## src/rtl/cific_pkg.sv

```systemverilog
// constants, types and carriers of the instruction fetch and issue control
package cific_pkg;
  localparam int DEPTH = 12;
  localparam int WORD_W = 60;
  localparam int ADDR_W = 18;
  localparam logic [17:0] AHEAD = 18'h00002;
  localparam logic [3:0] XCHG_LAST = 4'hf;
  localparam logic [11:0] RANK_OFF_TEN = 12'h3ff;
  localparam logic [11:0] RANK_OFF_FOUR = 12'h00f;
  localparam logic [5:0] MUL_TIME = 6'h05;
  localparam logic [5:0] DIV_TIME = 6'h14;
  localparam logic [5:0] GEN_TIME = 6'h03;
  localparam logic [5:0] DIV_OVERLAP = 6'h02;
  localparam logic [5:0] FM_EXIT = 6'h00;
  localparam logic [5:0] FM_SEQ = 6'h01;
  localparam logic [5:0] FM_JUMP = 6'h02;
  localparam logic [5:0] FM_XBR = 6'h03;
  localparam logic [5:0] FM_MUL_LO = 6'h20;
  localparam logic [5:0] FM_MUL_HI = 6'h22;
  localparam logic [5:0] FM_DIV_LO = 6'h24;
  localparam logic [5:0] FM_DIV_HI = 6'h25;
  localparam logic [2:0] I_RJ = 3'h0;
  localparam logic [2:0] I_COPY_IN = 3'h1;
  localparam logic [2:0] I_COPY_OUT = 3'h2;
  localparam logic [2:0] I_XEXIT = 3'h3;
  localparam logic [1:0] MAINT_TEN = 2'h1;
  localparam logic [1:0] MAINT_FOUR = 2'h2;
  localparam logic [10:0] EXP_INF = 11'h3ff;
  localparam logic [10:0] EXP_IND = 11'h7ff;

  typedef enum logic [1:0] {unit_gen, unit_mul, unit_div} cific_unit_type;

  typedef struct packed {
    logic [17:0] index_i;
    logic [17:0] index_j;
    logic [59:0] operand_j;
    logic [17:0] address_reg_zero;
    logic [59:0] operand_reg_zero;
    logic [17:0] main_base;
    logic [23:0] external_base;
    logic [23:0] normal_exit_pointer;
    logic [23:0] error_exit_pointer;
    logic [17:0] monitor_address;
    logic        exit_mode;
  } cific_regs_type;

  typedef struct packed {
    logic        start;
    logic        inward;
    logic [17:0] count;
    logic [17:0] cm_addr;
    logic [23:0] ext_addr;
  } cific_copy_type;

  typedef struct packed {
    logic        request;
    logic [17:0] req_addr;
    logic        ref_valid;
    logic [17:0] ref_addr;
  } cific_xchg_type;
endpackage

```

## src/rtl/cific_control.sv

```systemverilog
// instruction fetch, stack lookup, issue and jump sequencing
`timescale 1ns/1ps
module cific_control
(
  input  wire logic                     clk,
  input  wire logic                     srst,
  input  wire logic                     nonseq_variant,
  input  wire logic                     overlap_units,
  input  wire logic [1:0]               maint_rank_off,
  input  wire logic                     issue_permit,
  input  wire logic                     mem_valid,
  input  wire logic [59:0]              mem_data,
  input  wire logic                     exit_to_monitor,
  input  wire cific_pkg::cific_regs_type regs,
  input  wire logic                     copy_done,
  input  wire logic                     xchg_go,
  input  wire logic [17:0]              xchg_pkg_addr,
  input  wire logic [17:0]              xchg_new_p,
  output logic                          mem_req,
  output logic [17:0]                   mem_addr,
  output logic                          issue_valid,
  output logic [59:0]                   issue_word,
  output logic [2:0]                    issue_len,
  output cific_pkg::cific_unit_type     issue_unit,
  output logic [2:0]                    sel_i,
  output logic [2:0]                    sel_j,
  output cific_pkg::cific_copy_type     copy,
  output cific_pkg::cific_xchg_type     xchg,
  output logic                          store_valid,
  output logic [17:0]                   store_addr,
  output logic                          stopped,
  output logic [17:0]                   program_address
);
  typedef enum logic [2:0]
  {st_look, st_load, st_issue, st_copy, st_xreq, st_xchg, st_xend, st_stop}
    cific_fsm_type;

  typedef struct packed {
    cific_fsm_type             fsm;
    logic [17:0]               p;
    logic [17:0]               fetch_p;
    logic                      fetch_busy;
    logic                      drop;
    logic [17:0]               pend_addr;
    logic                      push;
    logic [59:0]               push_word;
    logic [17:0]               push_addr;
    logic                      void_stk;
    logic                      branch_chk;
    logic [59:0]               issue_word_register;
    logic [1:0]                parcel;
    logic                      mem_req;
    logic [17:0]               mem_addr;
    logic                      issue_valid;
    logic [59:0]               issue_word;
    logic [2:0]                issue_len;
    cific_pkg::cific_unit_type issue_unit;
    logic [2:0]                sel_i;
    logic [2:0]                sel_j;
    logic                      mul_last;
    logic [5:0]                mul_cnt;
    logic [5:0]                div_cnt;
    logic [5:0]                gen_cnt;
    cific_pkg::cific_copy_type copy;
    cific_pkg::cific_xchg_type xchg;
    logic [17:0]               xchg_base;
    logic [3:0]                xcnt;
    logic                      store_valid;
    logic [17:0]               store_addr;
    logic                      stopped;
  } cific_ctl_type;

  cific_ctl_type state;
  cific_ctl_type next_state;
  logic          s_hit;
  logic [59:0]   s_word;
  logic [11:0]   rank_off;

  function automatic logic [59:0] at_parcel(input logic [59:0] w,
                                            input logic [1:0] pc);
    logic [59:0] r;
    r = w;
    case (pc)
      2'h1: r = {w[44:0], 15'h0000};
      2'h2: r = {w[29:0], 30'h00000000};
      2'h3: r = {w[14:0], 45'h000000000000};
      default: r = w;
    endcase
    return r;
  endfunction

  always_comb
  begin
    rank_off = 12'h000;
    if (!nonseq_variant && maint_rank_off == cific_pkg::MAINT_TEN)
      rank_off = cific_pkg::RANK_OFF_TEN;
    else if (!nonseq_variant && maint_rank_off == cific_pkg::MAINT_FOUR)
      rank_off = cific_pkg::RANK_OFF_FOUR;
  end

  cific_stack u_stack
  (
    .clk         (clk),
    .srst        (srst),
    .void_stacks (state.void_stk),
    .push        (state.push),
    .push_word   (state.push_word),
    .push_addr   (state.push_addr),
    .rank_off    (rank_off),
    .look_addr   (state.p),
    .hit         (s_hit),
    .hit_word    (s_word)
  );

  always_comb
  begin
    logic [59:0] pw;
    logic [5:0]  fm;
    logic [2:0]  fi;
    logic [17:0] k;
    logic [2:0]  len;
    logic [2:0]  room;
    logic        blocked;
    logic        taken;
    logic        do_void;
    logic [10:0] ex;
    logic [17:0] tgt;
    cific_pkg::cific_unit_type unit;
    next_state = state;
    pw = at_parcel(state.issue_word_register, state.parcel);
    fm = pw[59:54];
    fi = pw[53:51];
    k = pw[47:30];
    len = 3'h1;
    room = 3'h4 - {1'b0, state.parcel};
    blocked = 1'b0;
    taken = 1'b0;
    do_void = 1'b0;
    ex = regs.operand_j[59] ? ~regs.operand_j[58:48] : regs.operand_j[58:48];
    tgt = k;
    unit = cific_pkg::unit_gen;
    next_state.push = 1'b0;
    next_state.void_stk = 1'b0;
    next_state.mem_req = 1'b0;
    next_state.issue_valid = 1'b0;
    next_state.mul_last = 1'b0;
    next_state.copy.start = 1'b0;
    next_state.xchg.ref_valid = 1'b0;
    next_state.store_valid = 1'b0;
    // units take a fixed time once issued, but a cycle with xchg_go in st_look, st_load, st_issue, st_xreq or st_stop holds all three counts
    if (state.mul_cnt != 6'h00)
      next_state.mul_cnt = state.mul_cnt - 6'h01;
    if (state.div_cnt != 6'h00)
      next_state.div_cnt = state.div_cnt - 6'h01;
    if (state.gen_cnt != 6'h00)
      next_state.gen_cnt = state.gen_cnt - 6'h01;

    if (mem_valid)
    begin
      next_state.fetch_busy = 1'b0;
      next_state.drop = 1'b0;
      if (!state.drop)
      begin
        next_state.push = 1'b1;
        next_state.push_word = mem_data;
        next_state.push_addr = state.pend_addr;
      end
    end
    // one read in flight; the stack only refills near the program address
    if (!state.fetch_busy && state.fsm != st_stop &&
        (state.fetch_p - state.p) <= cific_pkg::AHEAD)
    begin
      next_state.mem_req = 1'b1;
      next_state.mem_addr = state.fetch_p + regs.main_base;
      next_state.pend_addr = state.fetch_p;
      next_state.fetch_busy = 1'b1;
      next_state.fetch_p = state.fetch_p + 18'h00001;
    end

    if ((fm < 6'h08) || (fm[2:0] < 3'h3 && fm[5:4] != 2'h0 && fm[3]) ||
        (fm[2:0] < 3'h3 && fm[5:3] == 3'h6))
      len = 3'h2;
    if (fm == cific_pkg::FM_SEQ && fi[2])
      len = nonseq_variant ? 3'h2 : 3'h4;
    if (fm >= cific_pkg::FM_MUL_LO && fm <= cific_pkg::FM_MUL_HI)
      unit = cific_pkg::unit_mul;
    else if (fm >= cific_pkg::FM_DIV_LO && fm <= cific_pkg::FM_DIV_HI)
      unit = cific_pkg::unit_div;
    if (!overlap_units)
      blocked = (unit == cific_pkg::unit_mul && state.mul_cnt != 6'h00) ||
                (unit == cific_pkg::unit_div && state.div_cnt != 6'h00) ||
                (unit == cific_pkg::unit_gen && state.gen_cnt != 6'h00);
    else
      blocked = (unit == cific_pkg::unit_mul && state.mul_last) ||
                (unit == cific_pkg::unit_div &&
                 state.div_cnt > cific_pkg::DIV_OVERLAP);
    case (fm[2:0])
      3'h3:
        case (fi)
          3'h0: taken = regs.operand_j == '0 || &regs.operand_j;
          3'h1: taken = !(regs.operand_j == '0 || &regs.operand_j);
          3'h2: taken = !regs.operand_j[59];
          3'h3: taken = regs.operand_j[59];
          3'h4: taken = ex != cific_pkg::EXP_INF;
          3'h5: taken = ex == cific_pkg::EXP_INF;
          3'h6: taken = ex != cific_pkg::EXP_IND;
          default: taken = ex == cific_pkg::EXP_IND;
        endcase
      3'h4: taken = regs.index_i == regs.index_j;
      3'h5: taken = regs.index_i != regs.index_j;
      3'h6: taken = $signed(regs.index_i) >= $signed(regs.index_j);
      default: taken = $signed(regs.index_i) < $signed(regs.index_j);
    endcase

    case (state.fsm)
      st_look:
        next_state.fsm = st_load;
      st_load:
      begin
        next_state.fsm = st_look;
        next_state.branch_chk = 1'b0;
        if (s_hit)
        begin
          next_state.issue_word_register = s_word;
          next_state.parcel = 2'h0;
          next_state.fsm = st_issue;
        end
        else if (state.branch_chk && !nonseq_variant)
          do_void = 1'b1;
        else if (state.branch_chk || (!state.fetch_busy &&
                 (state.fetch_p - state.p) > cific_pkg::AHEAD))
          next_state.fetch_p = state.p;
      end
      st_issue:
        if (len > room)
        begin
          next_state.p = state.p + 18'h00001;
          next_state.fsm = st_look;
        end
        else if (issue_permit && !blocked)
        begin
          next_state.issue_valid = 1'b1;
          next_state.issue_word = pw;
          next_state.issue_len = len;
          next_state.issue_unit = unit;
          case (unit)
            cific_pkg::unit_mul:
            begin
              next_state.mul_cnt = cific_pkg::MUL_TIME;
              next_state.mul_last = 1'b1;
            end
            cific_pkg::unit_div:
              next_state.div_cnt = cific_pkg::DIV_TIME;
            default:
              next_state.gen_cnt = cific_pkg::GEN_TIME;
          endcase
          next_state.parcel = state.parcel + len[1:0];
          if (len == room)
          begin
            next_state.p = state.p + 18'h00001;
            next_state.fsm = st_look;
          end
          case (fm)
            cific_pkg::FM_EXIT:
            begin
              next_state.fsm = st_xreq;
              next_state.xchg.req_addr = {1'b0,
                                          regs.error_exit_pointer[16:0]};
              if (!nonseq_variant && exit_to_monitor)
                next_state.xchg.req_addr = regs.monitor_address;
              else if (!nonseq_variant)
              begin
                next_state.fsm = st_stop;
                next_state.stopped = 1'b1;
              end
            end
            cific_pkg::FM_SEQ:
              case (fi)
                cific_pkg::I_RJ:
                begin
                  next_state.store_valid = 1'b1;
                  next_state.store_addr = k + regs.main_base;
                  next_state.p = k + 18'h00001;
                  next_state.fsm = st_look;
                  do_void = 1'b1;
                end
                cific_pkg::I_COPY_IN, cific_pkg::I_COPY_OUT:
                begin
                  // count above 1777 octal is not trapped in either variant
                  next_state.copy.start = 1'b1;
                  next_state.copy.inward = fi == cific_pkg::I_COPY_IN;
                  next_state.copy.count = regs.index_j + k;
                  next_state.copy.cm_addr = regs.address_reg_zero +
                                            regs.main_base;
                  next_state.copy.ext_addr = regs.operand_reg_zero[23:0] +
                                             regs.external_base;
                  next_state.fsm = st_copy;
                end
                cific_pkg::I_XEXIT:
                begin
                  next_state.fsm = st_xreq;
                  next_state.xchg.req_addr = regs.exit_mode ?
                    k + regs.index_j + regs.main_base :
                    regs.normal_exit_pointer[17:0];
                end
                default:
                  next_state.fsm = next_state.fsm;
              endcase
            cific_pkg::FM_JUMP:
            begin
              tgt = (pw[53:51] == 3'h0) ? k : regs.index_i + k;
              next_state.p = tgt;
              next_state.fsm = st_look;
              next_state.branch_chk = nonseq_variant;
              do_void = !nonseq_variant;
            end
            default:
              if (fm >= cific_pkg::FM_XBR && fm < 6'h08 && taken)
              begin
                next_state.p = k;
                next_state.fsm = st_look;
                next_state.branch_chk = 1'b1;
              end
          endcase
        end
      st_copy:
        if (copy_done)
          next_state.fsm = (state.parcel == 2'h0) ? st_look : st_issue;
      st_xreq:
        next_state.xchg.request = 1'b1;
      st_xchg:
      begin
        next_state.xchg.ref_valid = 1'b1;
        next_state.xchg.ref_addr = state.xchg_base + {14'h0000, state.xcnt};
        next_state.xcnt = state.xcnt + 4'h1;
        if (state.xcnt == cific_pkg::XCHG_LAST)
          next_state.fsm = st_xend;
      end
      st_xend:
      begin
        next_state.p = xchg_new_p;
        next_state.stopped = 1'b0;
        next_state.fsm = st_look;
        do_void = 1'b1;
      end
      default:
        next_state.fsm = st_stop;
    endcase

    // exchange starts only when memory control grants it
    if (xchg_go && (state.fsm == st_look || state.fsm == st_load ||
        state.fsm == st_issue || state.fsm == st_xreq ||
        state.fsm == st_stop))
    begin
      next_state = state;
      next_state.push = 1'b0;
      next_state.mem_req = 1'b0;
      next_state.issue_valid = 1'b0;
      next_state.copy.start = 1'b0;
      next_state.store_valid = 1'b0;
      next_state.void_stk = 1'b0;
      next_state.mul_last = 1'b0;
      if (mem_valid)
        next_state.fetch_busy = 1'b0;
      next_state.drop = mem_valid ? 1'b0 : state.drop;
      next_state.xchg.request = 1'b0;
      next_state.xchg_base = xchg_pkg_addr;
      next_state.xcnt = 4'h0;
      next_state.fsm = st_xchg;
      do_void = 1'b0;
    end
    if (state.fsm != st_xreq)
      next_state.xchg.request = 1'b0;

    // a read still in flight returns stale code and must be thrown away
    if (do_void)
    begin
      next_state.void_stk = 1'b1;
      next_state.push = 1'b0;
      next_state.drop = next_state.fetch_busy;
      next_state.fetch_p = next_state.p;
    end
    pw = at_parcel(next_state.issue_word_register, next_state.parcel);
    next_state.sel_i = pw[53:51];
    next_state.sel_j = pw[50:48];
  end

  always_ff @(posedge clk)
  begin
    if (srst)
      state <= '0;
    else
      state <= next_state;
  end

  assign mem_req = state.mem_req;
  assign mem_addr = state.mem_addr;
  assign issue_valid = state.issue_valid;
  assign issue_word = state.issue_word;
  assign issue_len = state.issue_len;
  assign issue_unit = state.issue_unit;
  assign sel_i = state.sel_i;
  assign sel_j = state.sel_j;
  assign copy = state.copy;
  assign xchg = state.xchg;
  assign store_valid = state.store_valid;
  assign store_addr = state.store_addr;
  assign stopped = state.stopped;
  assign program_address = state.p;
endmodule // cific_control

```

## src/rtl/cific_stack.sv

```systemverilog
// word stack and address stack with registered match output
`timescale 1ns/1ps
module cific_stack
(
  input  wire logic        clk,
  input  wire logic        srst,
  input  wire logic        void_stacks,
  input  wire logic        push,
  input  wire logic [59:0] push_word,
  input  wire logic [17:0] push_addr,
  input  wire logic [11:0] rank_off,
  input  wire logic [17:0] look_addr,
  output logic             hit,
  output logic [59:0]      hit_word
);
  typedef struct packed {
    logic [11:0][59:0] words;
    logic [11:0][17:0] addrs;
    logic [11:0]       valid;
    logic              hit;
    logic [59:0]       hit_word;
  } cific_stack_type;

  cific_stack_type state;
  cific_stack_type next_state;
  logic [11:0]     match;

  genvar g;
  generate
    for (g = 0; g < cific_pkg::DEPTH; g++)
    begin : g_rank
      assign match[g] = state.valid[g] && !rank_off[g] &&
                        state.addrs[g] == look_addr;
    end
  endgenerate

  always_comb
  begin
    next_state = state;
    next_state.hit = 1'b0;
    next_state.hit_word = state.hit_word;
    // newest rank wins, so duplicated entries stay harmless
    for (int r = 0; r < cific_pkg::DEPTH; r++)
    begin
      if (match[r])
      begin
        next_state.hit = 1'b1;
        next_state.hit_word = state.words[r];
      end
    end
    if (void_stacks)
    begin
      next_state.valid = 12'h000;
      next_state.addrs = '0;
    end
    else if (push)
    begin
      for (int r = 0; r < cific_pkg::DEPTH - 1; r++)
      begin
        next_state.words[r] = state.words[r+1];
        next_state.addrs[r] = state.addrs[r+1];
        next_state.valid[r] = state.valid[r+1];
      end
      next_state.words[11] = push_word;
      next_state.addrs[11] = push_addr;
      next_state.valid[11] = 1'b1;
    end
  end

  always_ff @(posedge clk)
  begin
    if (srst)
      state <= '0;
    else
      state <= next_state;
  end

  assign hit = state.hit;
  assign hit_word = state.hit_word;
endmodule // cific_stack

```

## config.mk

```make
export PLATFORM = sky130hd
export DESIGN_NAME = cific_control
export DESIGN_NICKNAME = d
export VERILOG_FILES = /design/src/rtl/cific_pkg.sv /design/src/rtl/cific_control.sv /design/src/rtl/cific_stack.sv
export SDC_FILE = /design/constraint.sdc
export NUM_CORES = 2
export LEC_CHECK = 0
export BUFFER_PORTS_ARGS = -buffer_cell sky130_fd_sc_hd__buf_2
export CORE_MARGIN = 10
export CORE_UTILIZATION = 40
export CTS_BUF_LIST = sky130_fd_sc_hd__clkbuf_16
export DETAILED_ROUTE_END_ITERATION = 6
export HOLD_SLACK_MARGIN = 0.15
export PLACE_DENSITY_LB_ADDON = 0.08
export SYNTH_ARGS = -nofsm -noshare
export SYNTH_HDL_FRONTEND = slang
export SYNTH_SLANG_ARGS = --single-unit
```

## constraint.sdc

```tcl
create_clock -name clk -period 4.83 [get_ports clk]
set_input_delay 0.2415 -clock clk [delete_from_list [all_inputs] [get_ports clk]]
set_output_delay 0.2415 -clock clk [all_outputs]
set_load 0.005 [all_outputs]
```

==> impl_metrics.env <==
export IMPL_clkLatencyLatePin_ns=0.82
export IMPL_overflow=0
export IMPL_fin_skew_ns=0.05327
export IMPL_initial_core_util_pct=40.25
export IMPL_status="complete, no violations"
export IMPL_clk_path_buf_depth=3
export IMPL_layout_min_cycle_time_ns=4.645
export IMPL_pre_cts_ws_ns=-0.2787
export IMPL_gp_congestion=0.9882
export IMPL_grt_pass1_vias=66230
export IMPL_synth_nets=10030
export IMPL_finalCritPeriodShare_pct=96.18
export IMPL_powerDensity_mw_per_mm2=334.0
export IMPL_holdWs_ns=0.2045
export IMPL_seq_area_mm2=0.02930
export IMPL_fmax_mhz=215.3
export IMPL_startpoint_type="flop"
export IMPL_grt_setup_unrepaired="yes"
export IMPL_hold_viol=0
export IMPL_viasPerCell=5.569
export IMPL_postLayoutCoreUtil_pct=47.75
export IMPL_setup_viol=0
export IMPL_fillers=17960
export IMPL_p_leak_nw=33.03
export IMPL_dieArea_mm2=0.1995
export IMPL_setup_slack_ns=0.1847
export IMPL_multi_input_area_mm2=0.03952
export IMPL_antenna_left=0
export IMPL_tightest_slew_ns=1.210
export IMPL_io_pins=619
export IMPL_dp_hpwl_um=199800
export IMPL_grt_pass1_wl_um=427600
export IMPL_clk_pin_slew_worst_paths_ns=0.06
export IMPL_synth_seq_cells=1463
export IMPL_antenna_found_initial=12
export IMPL_place_area_mm2=0.07786
export IMPL_ys_flop_type="dfxtp_1"
export IMPL_setup_worst_path_end_class="flop"
export IMPL_cts_max_level=4
export IMPL_crit_arrival_ns=5.32
export IMPL_max_slew_margin_pct=18.95
export IMPL_busiest_layer="met2"
export IMPL_fin_nets=10540
export IMPL_numPortBuffers=569
export IMPL_drt_iter0_drc=5865
export IMPL_cts_buffers=170
export IMPL_ys_seq_area_share_pct=40.22
export IMPL_timing_rr_start="state[253]"
export IMPL_syn_avg_cell_area_um2=7.712
export IMPL_grtUsageMet3_pct=4.190
export IMPL_synthesis_area_mm2=0.07282
export IMPL_areaGrowthSynthToFinish_pct=18.65
export IMPL_dieHeight_um=446.7
export IMPL_synth_edf_count=0
export IMPL_grt_usage_pct=27.64
export IMPL_cts_root_buf="clkbuf_16"
export IMPL_drive_gt1_share_pct=13.07
export IMPL_worst_path_max_fanout=4
export IMPL_yosysWarnings=0
export IMPL_cts_tree="built"
export IMPL_async_flop_share_pct=0
export IMPL_maxSlewViolCount=0
export IMPL_drc_errors=0
export IMPL_required_ns=5.50
export IMPL_synth_distinct_cells=96
export IMPL_setup_worst_path_start="state[253]"
export IMPL_routed_wl_um=290700
export IMPL_crit_end="xchg[36]"
export IMPL_fin_area_mm2=0.08640
export IMPL_synthCells=9443
export IMPL_hp_start="regs[53]"
export IMPL_use_met1_pct=34.67
export IMPL_grt_max_degree=191
export IMPL_num_vias=69440
export IMPL_rr_worst_depth=26
export IMPL_dr_pass1_iters=6
export IMPL_r2r_end="xchg[36]"
export IMPL_die_w_um=446.7
export IMPL_r2r_slack_ns=0.18
export IMPL_wl_per_cell_um=23.31
export IMPL_vdd_drop_max_v=0.0003382
export IMPL_core_area_mm2=0.1809
export IMPL_min_path_type="input pin to flop"
export IMPL_numClockSinks=1463
export IMPL_grt_met2_usage_pct=46.55
export IMPL_rows=156
export IMPL_drv_cap=0
export IMPL_worstSetupPathType="flop to flop"
==> through the flow <==
stage                     std cells  TNS (ns)  total power [W]
after global routing          12460   -0.1462          0.03000
final                         12470         0          0.02886
after CTS                     12450         0          0.02907
after floorplan                9443         0          0.01508
after global placement        11880    -2.465          0.01644
after detailed placement      11880    -3.000          0.01646
==> report_power, final <==
group	internal, W	leakage, nW	total, W	switching, W
sequential	0.0122	11.8	0.0124	0.000193
clock	0.00697	2.75	0.0123	0.00537
combinational	0.00159	18.5	0.00408	0.00249
==> flip-flops by register name, indices dropped and copies added, names as in the netlist, named ones only <==
name	count
u_stack.hit	1
u_stack.state	948
store_addr	18
issue_len	3
stopped	1
xchg	38
program_address	18
mem_addr	18
copy	62
mem_req	1
state	195
issue_valid	1
u_stack.hit_word	60
issue_word	60
store_valid	1
issue_unit	2
sel_j	3
sel_i	3
==> Yosys cell counts, types with 17 or more instances <==
cell      number  area, µm²
buf_4        227       1704
mux2i_1      310       3103
nand3_1       81      405.4
a22oi_1       81      608.1
o221ai_1      81      709.4
nor3_1       169      845.8
dfxtp_1     1463      29290
and3_1        51      319.1
inv_1        116      435.4
or3_1         31      193.9
a21o_1        95      713.2
nor4_1        65      406.6
nand4_1       87      544.3
a31oi_1       30      187.7
nor3b_1       70      525.5
o211ai_1      98      735.7
o31ai_1       76      570.6
clkbuf_1     577       2166
xnor2_1      212       1857
a22o_1        20      175.2
xor2_1       170       1489
a21oi_1     1279       6401
nand2_1     2242       8416
buf_1         53      198.9
nor2b_1       54      337.8
ha_1         185       2315
o22ai_1       67      419.2
o21ai_0      200       1001
a211oi_1      79      593.1
nand2b_1      31      193.9
nor2_1       814       3055
a221oi_1      17      148.9
==> per-layer routing <==
layer  part of all wire, %  up-vias
li1                      -    33340
met1                    42    33370
met2                    47     2184
met3                   6.0      551
met4                   5.1        2
met5                0.0041        -
==> final cells by class <==
cell class | instances | area share [%]
Timing Repair Buffer | 1214 | 10.25
Sequential cell | 1463 | 33.91
Inverter | 118 | 0.5228
Clock inverter | 138 | 1.106
Antenna cell | 9 | 0.02607
Tap cell | 2370 | 3.432
Clock buffer | 173 | 5.010
Multi-Input combinational cell | 6984 | 45.74
==> worst max-delay path: stages, from the launching register on <==
cell and delay [ns]:
dfxtp_2 0.35, buf_4 0.15, ha_4 0.20, a221oi_4 0.08, or2_4 0.27, inv_4 0.09, ha_4 0.14, inv_2 0.03
fa_2 0.33, nor2b_1 0.13, o21ai_1 0.07, nand2b_1 0.10, a21o_1 0.14, a21oi_2 0.06, o21a_1 0.20, o21bai_1 0.15
a21oi_1 0.09, xnor2_1 0.17, ha_2 0.22, or3_1 0.35, o211ai_1 0.15, o211ai_1 0.14, o21ai_1 0.19, nand2b_1 0.10
a21oi_2 0.15, xor3_1 0.22, a311oi_1 0.25
==> worst min-delay path by stage <==
stage,depth (start not counted),end,slack (ns)
floorplan,1,u_stack.hit,0.33
finish,6,xchg[29],0.20
global route,5,store_addr[16],0.20
CTS,5,store_addr[16],0.15
detailed placement,2,u_stack.state[291],0.44
global placement,2,copy[12],0.44
==> layout by cell type (no fill, tap or decap), types with 64 or more instances in the layout <==
| cell type | instances |
|---|---|
| a211oi_1 | 79 |
| a21o_1 | 95 |
| a21oi_1 | 1272 |
| a22oi_1 | 81 |
| buf_2 | 568 |
| buf_4 | 342 |
| clkbuf_16 | 173 |
| dfxtp_1 | 1460 |
| dlygate4sd3_1 | 260 |
| ha_1 | 171 |
| inv_1 | 156 |
| mux2i_1 | 310 |
| nand2_1 | 2237 |
| nand3_1 | 77 |
| nand4_1 | 87 |
| nor2_1 | 803 |
| nor3_1 | 163 |
| nor3b_1 | 69 |
| nor4_1 | 64 |
| o211ai_1 | 98 |
| o21ai_0 | 197 |
| o221ai_1 | 81 |
| o22ai_1 | 67 |
| o31ai_1 | 76 |
| xnor2_1 | 208 |
| xor2_1 | 167 |
==> cells by family (layout without fill, tap and decap cells) <==
family                   Yosys count  count (layout)  synth area share, %
buffers and inverters            996            1643                6.375
XOR/XNOR                         383             383                4.627
AO/OA/AOI/OAI                   2312            2312                19.12
multiplexers                     320             320                4.416
adder cells (fa/ha/maj)          195             195                3.440
flip-flops                      1463            1463                40.22
AND/OR/NAND/NOR                 3774            3774                21.81
other                              0               9                    0
==> repair_timing <==
action	in CTS	in global routing
pin swaps	10	41
hold buffers	260	0
setup buffers	3	13
hold endpoints to repair	238	0
setup endpoints to repair	40	85
gates resized for setup	35	65
Note: power is estimated with default switching activity, not from simulation.
